`config.mk`:
```
export PLATFORM = sky130hd
export DESIGN_NAME = ftm_top
export DESIGN_NICKNAME = d
export VERILOG_FILES = /design/src/core/ftm_top.v /design/src/core/ftm_counter.v
export VERILOG_INCLUDE_DIRS = /design/src /design/src/core
export SDC_FILE = /design/constraint.sdc
export NUM_CORES = 1
export LEC_CHECK = 0
export ABC_CLOCK_PERIOD_IN_PS = 6820
export BUFFER_PORTS_ARGS = -buffer_cell sky130_fd_sc_hd__buf_2
export CORE_MARGIN = 1
export CORE_UTILIZATION = 40
export DETAILED_ROUTE_END_ITERATION = 10
export GPL_ROUTABILITY_DRIVEN = 0
export GPL_TIMING_DRIVEN = 0
export PLACE_DENSITY_LB_ADDON = 0.25
export SETUP_SLACK_MARGIN = 0.15
export SLEW_MARGIN = 10
export SYNTH_ARGS = -nofsm -noshare
export SYNTH_HDL_FRONTEND = slang
export SYNTH_SLANG_ARGS = --single-unit
```
`constraint.sdc`:
```
create_clock -name MCLK_IN -period 6.82 [get_ports MCLK_IN]
set_clock_uncertainty 0.2 [all_clocks]
set_input_delay 0.341 -clock MCLK_IN [delete_from_list [all_inputs] [get_ports MCLK_IN]]
set_output_delay 0.341 -clock MCLK_IN [all_outputs]
set_load 0.05 [all_outputs]
```
`src/core/ftm_consts.vh`:
```
// Constants shared by the fan tachometer monitor design files.
`ifndef FTM_CONSTS_VH
`define FTM_CONSTS_VH

// ----------------------------------------------------------------------
// Bus geometry.
// ----------------------------------------------------------------------
`define FTM_ADDR_W        12
`define FTM_DATA_W        32

// ----------------------------------------------------------------------
// Register indices; byte address is four times the index.
// ----------------------------------------------------------------------
`define FTM_IDX_TACH      8'h00
`define FTM_IDX_PRELOAD   8'h01
`define FTM_IDX_WAKE_EN   8'h02
`define FTM_IDX_SYSINT_EN 8'h03
`define FTM_IDX_INT_STAT  8'h04
`define FTM_IDX_INT_MASK  8'h05
`define FTM_IDX_CLK_CFG   8'hF0
`define FTM_IDX_FAN_CTRL  8'hFA

// ----------------------------------------------------------------------
// Field positions and reset values.
// ----------------------------------------------------------------------
`define FTM_CLK_PRESENT_BIT 0
`define FTM_DIV_HI          5
`define FTM_DIV_LO          4
`define FTM_EN_BIT          0
`define FTM_EV_SLOW         0
`define FTM_EV_SAT          1
`define FTM_NUM_EV          2
`define FTM_FAN_CTRL_RST    8'h10
`define FTM_PRELOAD_RST     8'h00
`define FTM_CLK_CFG_RST     8'h00
`define FTM_CNT_MAX         8'hFF

// ----------------------------------------------------------------------
// Bus responses.
// ----------------------------------------------------------------------
`define FTM_RESP_OKAY     2'h0
`define FTM_RESP_SLVERR   2'h2

// ----------------------------------------------------------------------
// Timing: system clock and reference clock rates in hertz.
// ----------------------------------------------------------------------
`define FTM_MCLK_HZ       125000000
`define FTM_REF_HZ        32768

`endif

```
`src/core/ftm_top.v`:
```
// Fan tachometer monitor top: AXI4-Lite registers, events and interrupt.
//
// Function
// - Count divided reference over tach period, 8-bit
// - Reference from external pin or internal source
// - Tach rising edge restarts the count
// - Preload register write restarts the count
// - Restart loads the programmed preload value
// - Count saturates at 0xFF, never wraps
// - Both top count bits set flags slow fan
// - Slow fan drives wake/interrupt when enabled
// - Divide reference by 1, 2, 4, 8; default 2
// - Clock present bit is bit 0 at 0xF0
// - Divisor field is bits 5:4 of fan control
`timescale 1ns/100ps
`include "ftm_consts.vh"

module ftm_top #(
    parameter integer MCLK_HZ = `FTM_MCLK_HZ,   // System clock rate.
    parameter integer REF_HZ  = `FTM_REF_HZ     // Reference clock rate.
) (
    input  wire        MCLK_IN,          // System clock, 125 MHz.
    input  wire        RSTN_IN,          // Asynchronous reset, active low.
    input  wire        SLOW_CLK_IN,      // External slow reference clock.
    input  wire        TACH_IN,          // Tach_input_pin pulse input.
    output wire        WAKE_OUT,         // Wake event level, active high.
    output wire        SYSINT_OUT,       // Management interrupt level.
    output wire        IRQ_OUT,          // Masked status interrupt.
    input  wire [11:0] AWADDR_IN,        // Write address.
    input  wire        AWVALID_IN,       // Write address valid.
    output wire        AWREADY_OUT,      // Write address ready.
    input  wire [31:0] WDATA_IN,         // Write data.
    input  wire [3:0]  WSTRB_IN,         // Write byte strobes.
    input  wire        WVALID_IN,        // Write data valid.
    output wire        WREADY_OUT,       // Write data ready.
    output reg  [1:0]  BRESP_OUT,        // Write response.
    output reg         BVALID_OUT,       // Write response valid.
    input  wire        BREADY_IN,        // Write response ready.
    input  wire [11:0] ARADDR_IN,        // Read address.
    input  wire        ARVALID_IN,       // Read address valid.
    output wire        ARREADY_OUT,      // Read address ready.
    output reg  [31:0] RDATA_OUT,        // Read data.
    output reg  [1:0]  RRESP_OUT,        // Read response.
    output reg         RVALID_OUT,       // Read data valid.
    input  wire        RREADY_IN         // Read data ready.
);

    // ------------------------------------------------------------------
    // Reset release through two flip-flops.
    // ------------------------------------------------------------------
    reg rst_meta_q;  // First stage, read only by the second.
    reg rst_n_q;     // Synchronised reset used everywhere else.

    // Assertion is immediate; release waits two clock edges.
    always @(posedge MCLK_IN or negedge RSTN_IN) begin
        if (!RSTN_IN) begin
            rst_meta_q <= 1'b0;
            rst_n_q    <= 1'b0;
        end else begin
            rst_meta_q <= 1'b1;
            rst_n_q    <= rst_meta_q;
        end
    end

    // ------------------------------------------------------------------
    // Register state.
    // ------------------------------------------------------------------
    reg  [7:0] preload_q;    // Starting value of the count.
    reg  [7:0] fan_ctrl_q;   // Fan control, divisor in bits 5:4.
    reg        clk_cfg_q;    // External slow clock present.
    reg        wake_en_q;    // Wake enable.
    reg        sysint_en_q;  // Management interrupt enable.
    reg  [1:0] int_stat_q;   // Sticky event status.
    reg  [1:0] int_mask_q;   // Status interrupt mask.
    reg        preload_wr_q; // One-cycle pulse after a preload write.
    reg        slow_prev_q;  // Slow flag of the previous cycle.
    reg        sat_prev_q;   // Saturation flag of the previous cycle.
    wire [7:0] count;        // Live count from the counter.
    wire       slow;         // Slow fan condition.
    wire       sat;          // Count at its ceiling.

    // ------------------------------------------------------------------
    // Counter instance.
    // ------------------------------------------------------------------
    ftm_counter #(
        .MCLK_HZ (MCLK_HZ),
        .REF_HZ  (REF_HZ)
    ) u_counter (
        .clk_in         (MCLK_IN),
        .rst_n_in       (rst_n_q),
        .ext_present_in (clk_cfg_q),
        .slow_clk_in    (SLOW_CLK_IN),
        .div_sel_in     (fan_ctrl_q[`FTM_DIV_HI:`FTM_DIV_LO]),
        .preload_in     (preload_q),
        .preload_wr_in  (preload_wr_q),
        .tach_in        (TACH_IN),
        .count_out      (count),
        .slow_out       (slow),
        .sat_out        (sat)
    );

    // Both outputs follow the live flag, so they fall again one cycle after a
    // tach edge restarts the count below the threshold.
    // Slow fan reaches the system outputs only through its enables. The
    // count is taken per tach pulse, which is half a revolution.
    assign WAKE_OUT   = slow & wake_en_q;
    assign SYSINT_OUT = slow & sysint_en_q;

    // ------------------------------------------------------------------
    // AXI4-Lite write channel.
    // ------------------------------------------------------------------
    reg        aw_got_q;  // Write address held.
    reg [11:0] aw_addr_q; // Held write address.
    reg        w_got_q;   // Write data held.
    reg [7:0]  w_data_q;  // Held low data byte.
    reg        w_strb_q;  // Held strobe of the low byte.

    assign AWREADY_OUT = ~aw_got_q & ~BVALID_OUT;
    assign WREADY_OUT  = ~w_got_q & ~BVALID_OUT;

    wire       wr_go  = aw_got_q & w_got_q & ~BVALID_OUT;
    wire [7:0] wr_idx = aw_addr_q[9:2];
    wire       wr_top = (aw_addr_q[11:10] == 2'h0);
    wire       wr_en  = wr_go & wr_top & w_strb_q;

    // Known registers accept the low byte; any other address answers
    // SLVERR so a stray access is visible to software.
    function wr_hit;
        input [7:0] idx;
        begin
            wr_hit = (idx == `FTM_IDX_TACH)      ||
                     (idx == `FTM_IDX_PRELOAD)   ||
                     (idx == `FTM_IDX_WAKE_EN)   ||
                     (idx == `FTM_IDX_SYSINT_EN) ||
                     (idx == `FTM_IDX_INT_STAT)  ||
                     (idx == `FTM_IDX_INT_MASK)  ||
                     (idx == `FTM_IDX_CLK_CFG)   ||
                     (idx == `FTM_IDX_FAN_CTRL);
        end
    endfunction

    // Address and data are taken in either order, then written together.
    always @(posedge MCLK_IN or negedge rst_n_q) begin
        if (!rst_n_q) begin
            aw_got_q   <= 1'b0;
            aw_addr_q  <= 12'h000;
            w_got_q    <= 1'b0;
            w_data_q   <= 8'h00;
            w_strb_q   <= 1'b0;
            BVALID_OUT <= 1'b0;
            BRESP_OUT  <= `FTM_RESP_OKAY;
        end else begin
            if (AWVALID_IN && AWREADY_OUT) begin
                aw_got_q  <= 1'b1;
                aw_addr_q <= AWADDR_IN;
            end
            if (WVALID_IN && WREADY_OUT) begin
                w_got_q  <= 1'b1;
                w_data_q <= WDATA_IN[7:0];
                w_strb_q <= WSTRB_IN[0];
            end
            if (wr_go) begin
                aw_got_q   <= 1'b0;
                w_got_q    <= 1'b0;
                BVALID_OUT <= 1'b1;
                BRESP_OUT  <= (wr_top && wr_hit(wr_idx)) ?
                              `FTM_RESP_OKAY : `FTM_RESP_SLVERR;
            end else if (BVALID_OUT && BREADY_IN) begin
                BVALID_OUT <= 1'b0;
            end
        end
    end

    // Writable registers; the count itself is read-only.
    always @(posedge MCLK_IN or negedge rst_n_q) begin
        if (!rst_n_q) begin
            preload_q    <= `FTM_PRELOAD_RST;
            fan_ctrl_q   <= `FTM_FAN_CTRL_RST;
            clk_cfg_q    <= 1'b0;
            wake_en_q    <= 1'b0;
            sysint_en_q  <= 1'b0;
            int_mask_q   <= 2'h0;
            preload_wr_q <= 1'b0;
        end else begin
            preload_wr_q <= wr_en && (wr_idx == `FTM_IDX_PRELOAD);
            if (wr_en) begin
                case (wr_idx)
                    `FTM_IDX_PRELOAD: begin
                        preload_q <= w_data_q;
                    end
                    `FTM_IDX_FAN_CTRL: begin
                        fan_ctrl_q <= w_data_q;
                    end
                    `FTM_IDX_CLK_CFG: begin
                        clk_cfg_q <= w_data_q[`FTM_CLK_PRESENT_BIT];
                    end
                    `FTM_IDX_WAKE_EN: begin
                        wake_en_q <= w_data_q[`FTM_EN_BIT];
                    end
                    `FTM_IDX_SYSINT_EN: begin
                        sysint_en_q <= w_data_q[`FTM_EN_BIT];
                    end
                    `FTM_IDX_INT_MASK: begin
                        int_mask_q <= w_data_q[1:0];
                    end
                    default: begin
                        preload_q <= preload_q;
                    end
                endcase
            end
        end
    end

    // ------------------------------------------------------------------
    // AXI4-Lite read channel.
    // ------------------------------------------------------------------
    // One read at a time: the address channel stays closed while an
    // answer waits. This costs a cycle per read but ties each clearing
    // read of the status register to exactly one access.
    assign ARREADY_OUT = ~RVALID_OUT;

    wire       rd_take = ARVALID_IN & ARREADY_OUT;
    wire [7:0] rd_idx  = ARADDR_IN[9:2];
    wire       rd_top  = (ARADDR_IN[11:10] == 2'h0);
    reg  [7:0] rd_byte; // Selected register value.
    reg        rd_ok;   // Address maps to a register.

    // Register read mux; reserved bits read as zero.
    always @* begin
        rd_byte = 8'h00;
        rd_ok   = rd_top;
        case (rd_idx)
            `FTM_IDX_TACH:      rd_byte = count;
            `FTM_IDX_PRELOAD:   rd_byte = preload_q;
            `FTM_IDX_WAKE_EN:   rd_byte = {7'h00, wake_en_q};
            `FTM_IDX_SYSINT_EN: rd_byte = {7'h00, sysint_en_q};
            `FTM_IDX_INT_STAT:  rd_byte = {6'h00, int_stat_q};
            `FTM_IDX_INT_MASK:  rd_byte = {6'h00, int_mask_q};
            `FTM_IDX_CLK_CFG:   rd_byte = {7'h00, clk_cfg_q};
            `FTM_IDX_FAN_CTRL:  rd_byte = fan_ctrl_q;
            default:            rd_ok   = 1'b0;
        endcase
    end

    // Data are registered on acceptance and held until the master takes.
    always @(posedge MCLK_IN or negedge rst_n_q) begin
        if (!rst_n_q) begin
            RVALID_OUT <= 1'b0;
            RDATA_OUT  <= 32'h00000000;
            RRESP_OUT  <= `FTM_RESP_OKAY;
        end else begin
            if (rd_take) begin
                RVALID_OUT <= 1'b1;
                RDATA_OUT  <= rd_ok ? {24'h000000, rd_byte} : 32'h00000000;
                RRESP_OUT  <= rd_ok ? `FTM_RESP_OKAY : `FTM_RESP_SLVERR;
            end else if (RVALID_OUT && RREADY_IN) begin
                RVALID_OUT <= 1'b0;
            end
        end
    end

    // ------------------------------------------------------------------
    // Sticky status, cleared by a read, and masked interrupt.
    // ------------------------------------------------------------------
    wire       stat_rd = rd_take & rd_top & (rd_idx == `FTM_IDX_INT_STAT);
    wire [1:0] ev_set;  // Event pulses, one bit per event.

    assign ev_set[`FTM_EV_SLOW] = slow & ~slow_prev_q;
    assign ev_set[`FTM_EV_SAT]  = sat & ~sat_prev_q;
    // The mask gates only the interrupt; status still records events,
    // so software may poll with the interrupt switched off.
    assign IRQ_OUT = |(int_stat_q & int_mask_q);

    always @(posedge MCLK_IN or negedge rst_n_q) begin
        if (!rst_n_q) begin
            slow_prev_q <= 1'b0;
            sat_prev_q  <= 1'b0;
        end else begin
            slow_prev_q <= slow;
            sat_prev_q  <= sat;
        end
    end

    // A set in the same cycle as the clearing read survives, so an event
    // is never lost between read and clear.
    genvar gi;
    generate
        for (gi = 0; gi < `FTM_NUM_EV; gi = gi + 1) begin : g_stat
            always @(posedge MCLK_IN or negedge rst_n_q) begin
                if (!rst_n_q) begin
                    int_stat_q[gi] <= 1'b0;
                end else if (ev_set[gi]) begin
                    int_stat_q[gi] <= 1'b1;
                end else if (stat_rd) begin
                    int_stat_q[gi] <= 1'b0;
                end
            end
        end
    endgenerate

endmodule // ftm_top

```
`src/core/ftm_counter.v`:
```
// Reference clock selection, divider and saturating tach period counter.
`timescale 1ns/100ps
`include "ftm_consts.vh"

module ftm_counter #(
    parameter integer MCLK_HZ = `FTM_MCLK_HZ,   // System clock rate.
    parameter integer REF_HZ  = `FTM_REF_HZ     // Reference clock rate.
) (
    input  wire       clk_in,          // System clock.
    input  wire       rst_n_in,        // Synchronised reset, active low.
    input  wire       ext_present_in,  // External slow clock selected.
    input  wire       slow_clk_in,     // External slow clock level.
    input  wire [1:0] div_sel_in,      // Divisor code.
    input  wire [7:0] preload_in,      // Starting value of the count.
    input  wire       preload_wr_in,   // Pulse: preload was written.
    input  wire       tach_in,         // Tach_input_pin level.
    output reg  [7:0] count_out,       // Current count.
    output reg        slow_out,        // Two top count bits both set.
    output wire       sat_out          // Count has reached its ceiling.
);

    // ------------------------------------------------------------------
    // Internal reference: phase accumulator stepping REF_HZ per clock.
    // ------------------------------------------------------------------
    localparam [31:0] STEP_FULL = REF_HZ;  // Full-width increment.
    localparam [31:0] WRAP_FULL = MCLK_HZ; // Full-width wrap point.
    localparam [27:0] ACC_STEP = STEP_FULL[27:0]; // Increment per clock.
    localparam [27:0] ACC_WRAP = WRAP_FULL[27:0]; // Wrap point of the phase.

    reg  [27:0] acc_q;        // Phase of the internal reference.
    reg         slow_prev_q;  // Last level of the external clock.
    reg         tach_prev_q;  // Last level of the tach input.
    reg  [2:0]  pre_q;        // Divider prescale counter.
    wire [27:0] acc_sum = acc_q + ACC_STEP;
    wire        int_tick = (acc_sum >= ACC_WRAP);
    wire        ext_tick = slow_clk_in & ~slow_prev_q;
    wire        ref_tick = ext_present_in ? ext_tick : int_tick;
    wire        tach_rise = tach_in & ~tach_prev_q;
    wire [2:0]  pre_last = (3'h1 << div_sel_in) - 3'h1;
    wire        div_tick = ref_tick & (pre_q == pre_last);
    wire        restart = tach_rise | preload_wr_in;

    assign sat_out = (count_out == `FTM_CNT_MAX);

    // The phase accumulator keeps running so the internal reference
    // averages exactly REF_HZ; its jitter is one system clock.
    always @(posedge clk_in or negedge rst_n_in) begin
        if (!rst_n_in) begin
            acc_q       <= 28'h0000000;
            slow_prev_q <= 1'b0;
            tach_prev_q <= 1'b0;
            pre_q       <= 3'h0;
        end else begin
            acc_q       <= int_tick ? (acc_sum - ACC_WRAP) : acc_sum;
            slow_prev_q <= slow_clk_in;
            tach_prev_q <= tach_in;
            // The prescaler also restarts so every period starts aligned.
            if (restart) begin
                pre_q <= 3'h0;
            end else if (ref_tick) begin
                pre_q <= (pre_q >= pre_last) ? 3'h0 : pre_q + 3'h1;
            end
        end
    end

    // Count divided reference ticks over one tach period, never wrapping.
    always @(posedge clk_in or negedge rst_n_in) begin
        if (!rst_n_in) begin
            count_out <= `FTM_PRELOAD_RST;
            slow_out  <= 1'b0;
        end else begin
            if (restart) begin
                count_out <= preload_in;
            end else if (div_tick && !sat_out) begin
                count_out <= count_out + 8'h01;
            end
            slow_out <= count_out[7] & count_out[6];
        end
    end

endmodule // ftm_counter

```
# Word level (Yosys, flattened, before mapping)
# Index checks and enable logic that the tools add are counted.
[totals]
output_inout_bits = 44
word_cells = 138
register_bits = 131
inputBits = 69
memories = 0
latch_bits = 0
mem_bits_rw = 0
mem_bits_ro = 0
[classes]
add_sub_neg = 5
shifts = 1
n_reduce_logical = 35
n_eq_ne = 16
n_bitwise = 27
div_mod_pow = 0
mux = 23
magnitude_cmp = 2
n_mul = 0
[ops]
columns = ["op", "n"]
rows = [
  ["case mux 8 bit (8 select lines)", 1],
  ["== test 8 bit, second input constant", 5],
  ["== test 8 x 2 -> 1 bit, second input constant", 4],
  ["== test 8 x 3 -> 1 bit, second input constant", 4],
  ["adder 28 x 16 -> 28 bit, second input constant", 1],
  [">= comparator 28 x 27 -> 1 bit, second input constant", 1],
  ["two-way mux 28 bit", 1],
  ["subtractor 28 x 27 -> 28 bit, second input constant", 1],
  ["two-way mux 8 bit", 3],
  ["AND 1 bit", 17],
  ["== test 8 x 1 -> 1 bit, second input constant", 2],
  ["zero test 8 bit", 2],
  ["nonzero test 2 bit", 8],
  ["two-way mux 1 bit", 13],
  ["AND reduction 2 bit", 6],
  ["two-way mux 3 bit", 3],
  ["adder 8 x 1 -> 8 bit, second input constant", 1],
  ["NOT 1 bit", 8],
  ["OR reduction 8 bit", 1],
  ["logical AND 1 bit", 7],
  ["logical OR 1 bit", 7],
  ["zero test 2 bit", 2],
  ["two-way mux 2 bit", 2],
  ["adder 3 x 1 -> 3 bit, second input constant", 1],
  ["other kinds (8)", 8],
]

# Logic depth before layout (Yosys ltp)
[logic_depth]
word_depth = 10
ltp_mapped = 11
depth_no_buf = 10

# Cells and area by module
# A second synthesis with hierarchy kept.
[hier_totals]
hier_cells = 507
hier_area_um2 = 5325.1
[by_module_without_submodules]
columns = ["mod", "instances", "cells_per_inst", "seq_area_each_um2", "area_each_um2"]
rows = [
  ["ftm_top", 1, 250, 1527.7, 2987.9],
  ["ftm_counter", 1, 257, 900.9, 2337.2],
]

# Worst setup path after synthesis
# OpenSTA, ideal clock, no wires.
[synth_timing]
kind = "reg-to-reg"
start = "reg u_counter.acc_q[15]"
end = "reg u_counter.count_out[7]"
setup_time_ns = 0.132
required_time_ns = 6.488
path_buffers = 1
slack_ns = 4.160
synth_period_minus_slack_ns = 2.660
arrival_time_ns = 2.329
path_stages_with_launch = 11
cell_sequence = "dfrtp_1 > ha_1 > buf_6 > xnor2_1 > a31oi_2 > a21oi_2 > a2111oi_4 > o21ai_2 > a2111oi_4 > xnor2_1 > o21ai_1"
[synth_via]
elab_chain_cells = 6
[synth_rtl]
columns = ["item", "line", "source"]
rows = [
  ["start, declared", "ftm_counter.v:30", "reg [27:0] acc_q;"],
  ["start signal, assigned", "ftm_counter.v:54", "acc_q <= int_tick ? (acc_sum - ACC_WRAP) : acc_sum;"],
  ["adder 28 x 16 -> 28 bit", "ftm_counter.v:34", "wire [27:0] acc_sum = acc_q + ACC_STEP;"],
  [">= comparator 28 x 27 -> 1 bit", "ftm_counter.v:35", "wire int_tick = (acc_sum >= ACC_WRAP);"],
  ["two-way mux 1 bit", "ftm_counter.v:37", "wire ref_tick = ext_present_in ? ext_tick : int_tick;"],
  ["AND 1 bit", "ftm_counter.v:40", "wire div_tick = ref_tick & (pre_q == pre_last);"],
  ["logical AND 1 bit", "ftm_counter.v:74", "end else if (div_tick && !sat_out) begin"],
  ["nonzero test 2 bit (no line)", "-", ""],
  ["end signal, assigned", "ftm_counter.v:69", "count_out <= `FTM_PRELOAD_RST;"],
  ["end signal, assigned", "ftm_counter.v:73", "count_out <= preload_in;"],
  ["end signal, assigned", "ftm_counter.v:75", "count_out <= count_out + 8'h01;"],
  ["end, declared", "ftm_counter.v:17", "output reg [7:0] count_out,"],
]
# No other way between the ends.
# A chain may end at the register's enable or synchronous reset.

# Worst setup path in the final report
[layout_timing]
start = "reg u_counter.acc_q[15]"
end = "reg u_counter.count_out[1]"
# Same word-level chain as after synthesis.

==> impl_metrics.yaml <==
die:
  fp.dieH_um: 117
  die_x_um: 117
  initial_core_util_pct: 41.4
  fp-row-count: 41
  die-area_sq_um: 13600
  io_pins: 113
  coreArea_sq_um: 12700
pwr:
  leakagePower_nw: 2.88
  peakVddDrop_uv: 238
  p_per_area_nw_per_um2: 238
  finalPower_mw: 1.48
clocking:
  post_cts_resized: 0
  clk_root_buffer_cell: "clkbuf_16"
  clock_latency_ps: 340
  cts_tree: "yes"
  cts_setup_buffers: 0
  cts_sinks: 97
  htree_levels: 3
  clk_path_buf_depth: 2
  cts_made_buffers: 9
  clk_pin_slew_worst_paths_ps: 70
synth:
  ys_ff_latch: 97
  synth.distinct_cells: 67
  yosysSeqAreaShare_pct: 46.1
  syn_area_sq_um: 5270
  syn-instance-count: 515
  synth_area_leaders: "dfrtp_1, mux2_2, nand2_1, xnor2_1, buf_4"
  async_reset_ff_share_pct: 100
  syn_area_per_cell_sq_um: 10.2
  yosysTopAreaCell: "dfrtp_1"
  synth_edf_count: 0
  synth_ff_type: "dfrtp_1"
  yosys_warnings: 0
  synth.top_cell.area_share_pct: 45.6
worst_setup_path:
  worstReg2RegStart: "u_counter.acc_q[15]$_DFF_PN0_"
  worstPathBufferInverterCount: 1
  ff2ff_path_depth: 10
  rrSetupSlack_ps: 3810
  cp.required_ps: 6890
  worstSetupEndpointType: "register"
  cpPeakStageDelay_ps: 570
  path_max_fanout: 9
  path_class: "register to register"
  crit_path_cell_trace: "ha_1, buf_6, nand2_4, nor2_2, xnor2_1, a2111oi_4, o21ai_2, and2_2, o21ai_0, a21oi_1"
  critPathLaunchType: "register"
  critPathTopFamily: "compound AO/OA/AOI/OAI gates"
  critPathSlowestCell: "xnor2_1"
  arrival_ps: 3070
  rr_endpoint: "u_counter.count_out[1]$_DFFE_PN0P_"
layout:
  stdcell_count: 789
  final_cell_mix: "dfrtp_1, nand2_1, buf_2"
  antenna_cells: 0
  layout_commonest_cell: "dfrtp_1"
  areaGrowthSynthToFinish_pct: 18.0
  nets: 691
  layout-drive-gt1-share_pct: 26.1
  utilization_pct: 48.8
  stdcell_area_sq_um: 6210
detailed_routing:
  drtIter0Drc: 176
  antenna_left: 0
  routed_via_density: 4.97
  met1_length_um: 5360
  post_drt_wl_per_cell_um: 14.0
  vias: 3919
  dr.pass1.iters: 4
  drc: 0
  wl_um: 11000
  wl_met3_um: 674
  top_layer_used: "met4"
  wl_met2_um: 4810
worst_hold_path:
  min_to: "aw_addr_q[2]$_DFFE_PN0P_"
  hold_depth: 3
  hp-start: "AWADDR_IN[2]"
  hp-class: "input port to register"
timing:
  relSlewSlack_pct: 52.0
  slew_violations: 0
  worst_slew_pin_slew_ps: 715
  worst_slack_ps: 3810
  fmax_mhz: 333
  hold_viol: 0
  setup_tns_ps: 0
  setup_violations: 0
  period_needed_ps: 3010
  period_share_pct: 44.1
  holdWs_ps: 16.6
  grt_setup_unrepaired: "no"
place:
  place_inst: 768
  hpwl_um: 8090
  pre_cts_ws_ps: 3880
  dpl_cell_area_sq_um: 5880
  io_buffers: 55
global_route:
  grt_antenna_before_repair: 0
  grt_overflow: 0
  grt.total_usage_pct: 17.8
  grt_pass1_vias: 3846
  grt_start_max_net_pins: 61
  grt_first_pass_wirelength_um: 18600
status:
  status: "finished clean"
flow_run:
  drv_cap: 0
## state kept, by name, indices dropped and copies added, names as in the netlist, 2 cells and up
signal,cells
u_counter.acc_q,22
aw_addr_q,10
RDATA_OUT,8
fan_ctrl_q,8
preload_q,8
u_counter.count_out,8
w_data_q,8
u_counter.pre_q,3
int_mask_q,2
int_stat_q,2
## routing by layer
| metal | track usage (%) | vias to the layer above |
|---|---|---|
| met3 | 4.57 | 12 |
| met5 | 0 | - |
| met4 | 6.50 | 0 |
| met2 | 27.3 | 118 |
| li1 | - | 1938 |
| met1 | 24.4 | 1851 |
## power by group
group / leakage [nW] / switching (mW) / internal, mW / total, mW
combinational: 1.49 / 0.158 / 0.116 / 0.275
clock: 0.135 / 0.222 / 0.258 / 0.480
sequential: 1.26 / 0.0727 / 0.651 / 0.724
## worst reg2reg max path, delay by kind of cell, from the launching register on
family,cells,cell delay [ps]
adders and majority gates,1,250
buffers and inverters,1,140
and+or+nand+nor,3,470
DFF,1,470
xor gates and xnor gates,1,570
AOI/OAI and AO/OA,4,820
## area by class of cell
| cell class | instances | area [sq um] |
|---|---|---|
| Multi-Input combinational cell | 382 | 2570 |
| Fill cell | 1216 | 6510 |
| Inverter | 19 | 71.3 |
| Clock inverter | 6 | 42.5 |
| Tap cell | 172 | 215 |
| Timing Repair Buffer | 61 | 353 |
| Sequential cell | 97 | 2430 |
| Buffer | 42 | 292 |
| Clock buffer | 10 | 239 |
## synth_stat cells, types with 9 or more instances
cell	number
nand3_1	14
nor2_1	25
dfrtp_1	96
o21ai_0	25
a22o_1	9
buf_4	27
mux2_2	33
ha_1	10
xnor2_1	29
inv_1	18
a21oi_1	17
nor3_1	9
nand2_1	68
## repair_timing
action,4_1_cts,5_1_grt
hold buffers,5,0
setup endpoints to repair,0,0
hold endpoints to repair,6,0
## worst max-delay path by stage
| stage | startpoint | end | cells past startpoint |
|---|---|---|---|
| floorplan | rst_n_q$_DFF_PN0_ | BRESP_OUT[1]$_DFFE_PN0P_ | 0 |
| global placement | rst_n_q$_DFF_PN0_ | RDATA_OUT[4]$_DFFE_PN0P_ | 0 |
| detailed placement | u_counter.acc_q[15]$_DFF_PN0_ | u_counter.acc_q[22]$_DFF_PN0_ | 11 |
| CTS | u_counter.acc_q[15]$_DFF_PN0_ | u_counter.pre_q[2]$_DFFE_PN0P_ | 10 |
| global route | u_counter.acc_q[15]$_DFF_PN0_ | u_counter.pre_q[2]$_DFFE_PN0P_ | 10 |
| finish | u_counter.acc_q[15]$_DFF_PN0_ | u_counter.count_out[1]$_DFFE_PN0P_ | 10 |
## kinds of logic (layout without fill, tap and decap cells)
group | count (synthesis) | count (layout) | synth area share (%)
DFF | 97 | 97 | 46.1
and+or+nand+nor | 175 | 175 | 17.2
xor gates and xnor gates | 38 | 38 | 6.46
buffers and inverters | 61 | 138 | 6.89
adders and majority gates | 10 | 10 | 2.38
AOI/OAI and AO/OA | 90 | 90 | 11.8
muxes | 42 | 42 | 9.00
other | 2 | 27 | 0.143
Power figures use the tool's default switching activity.
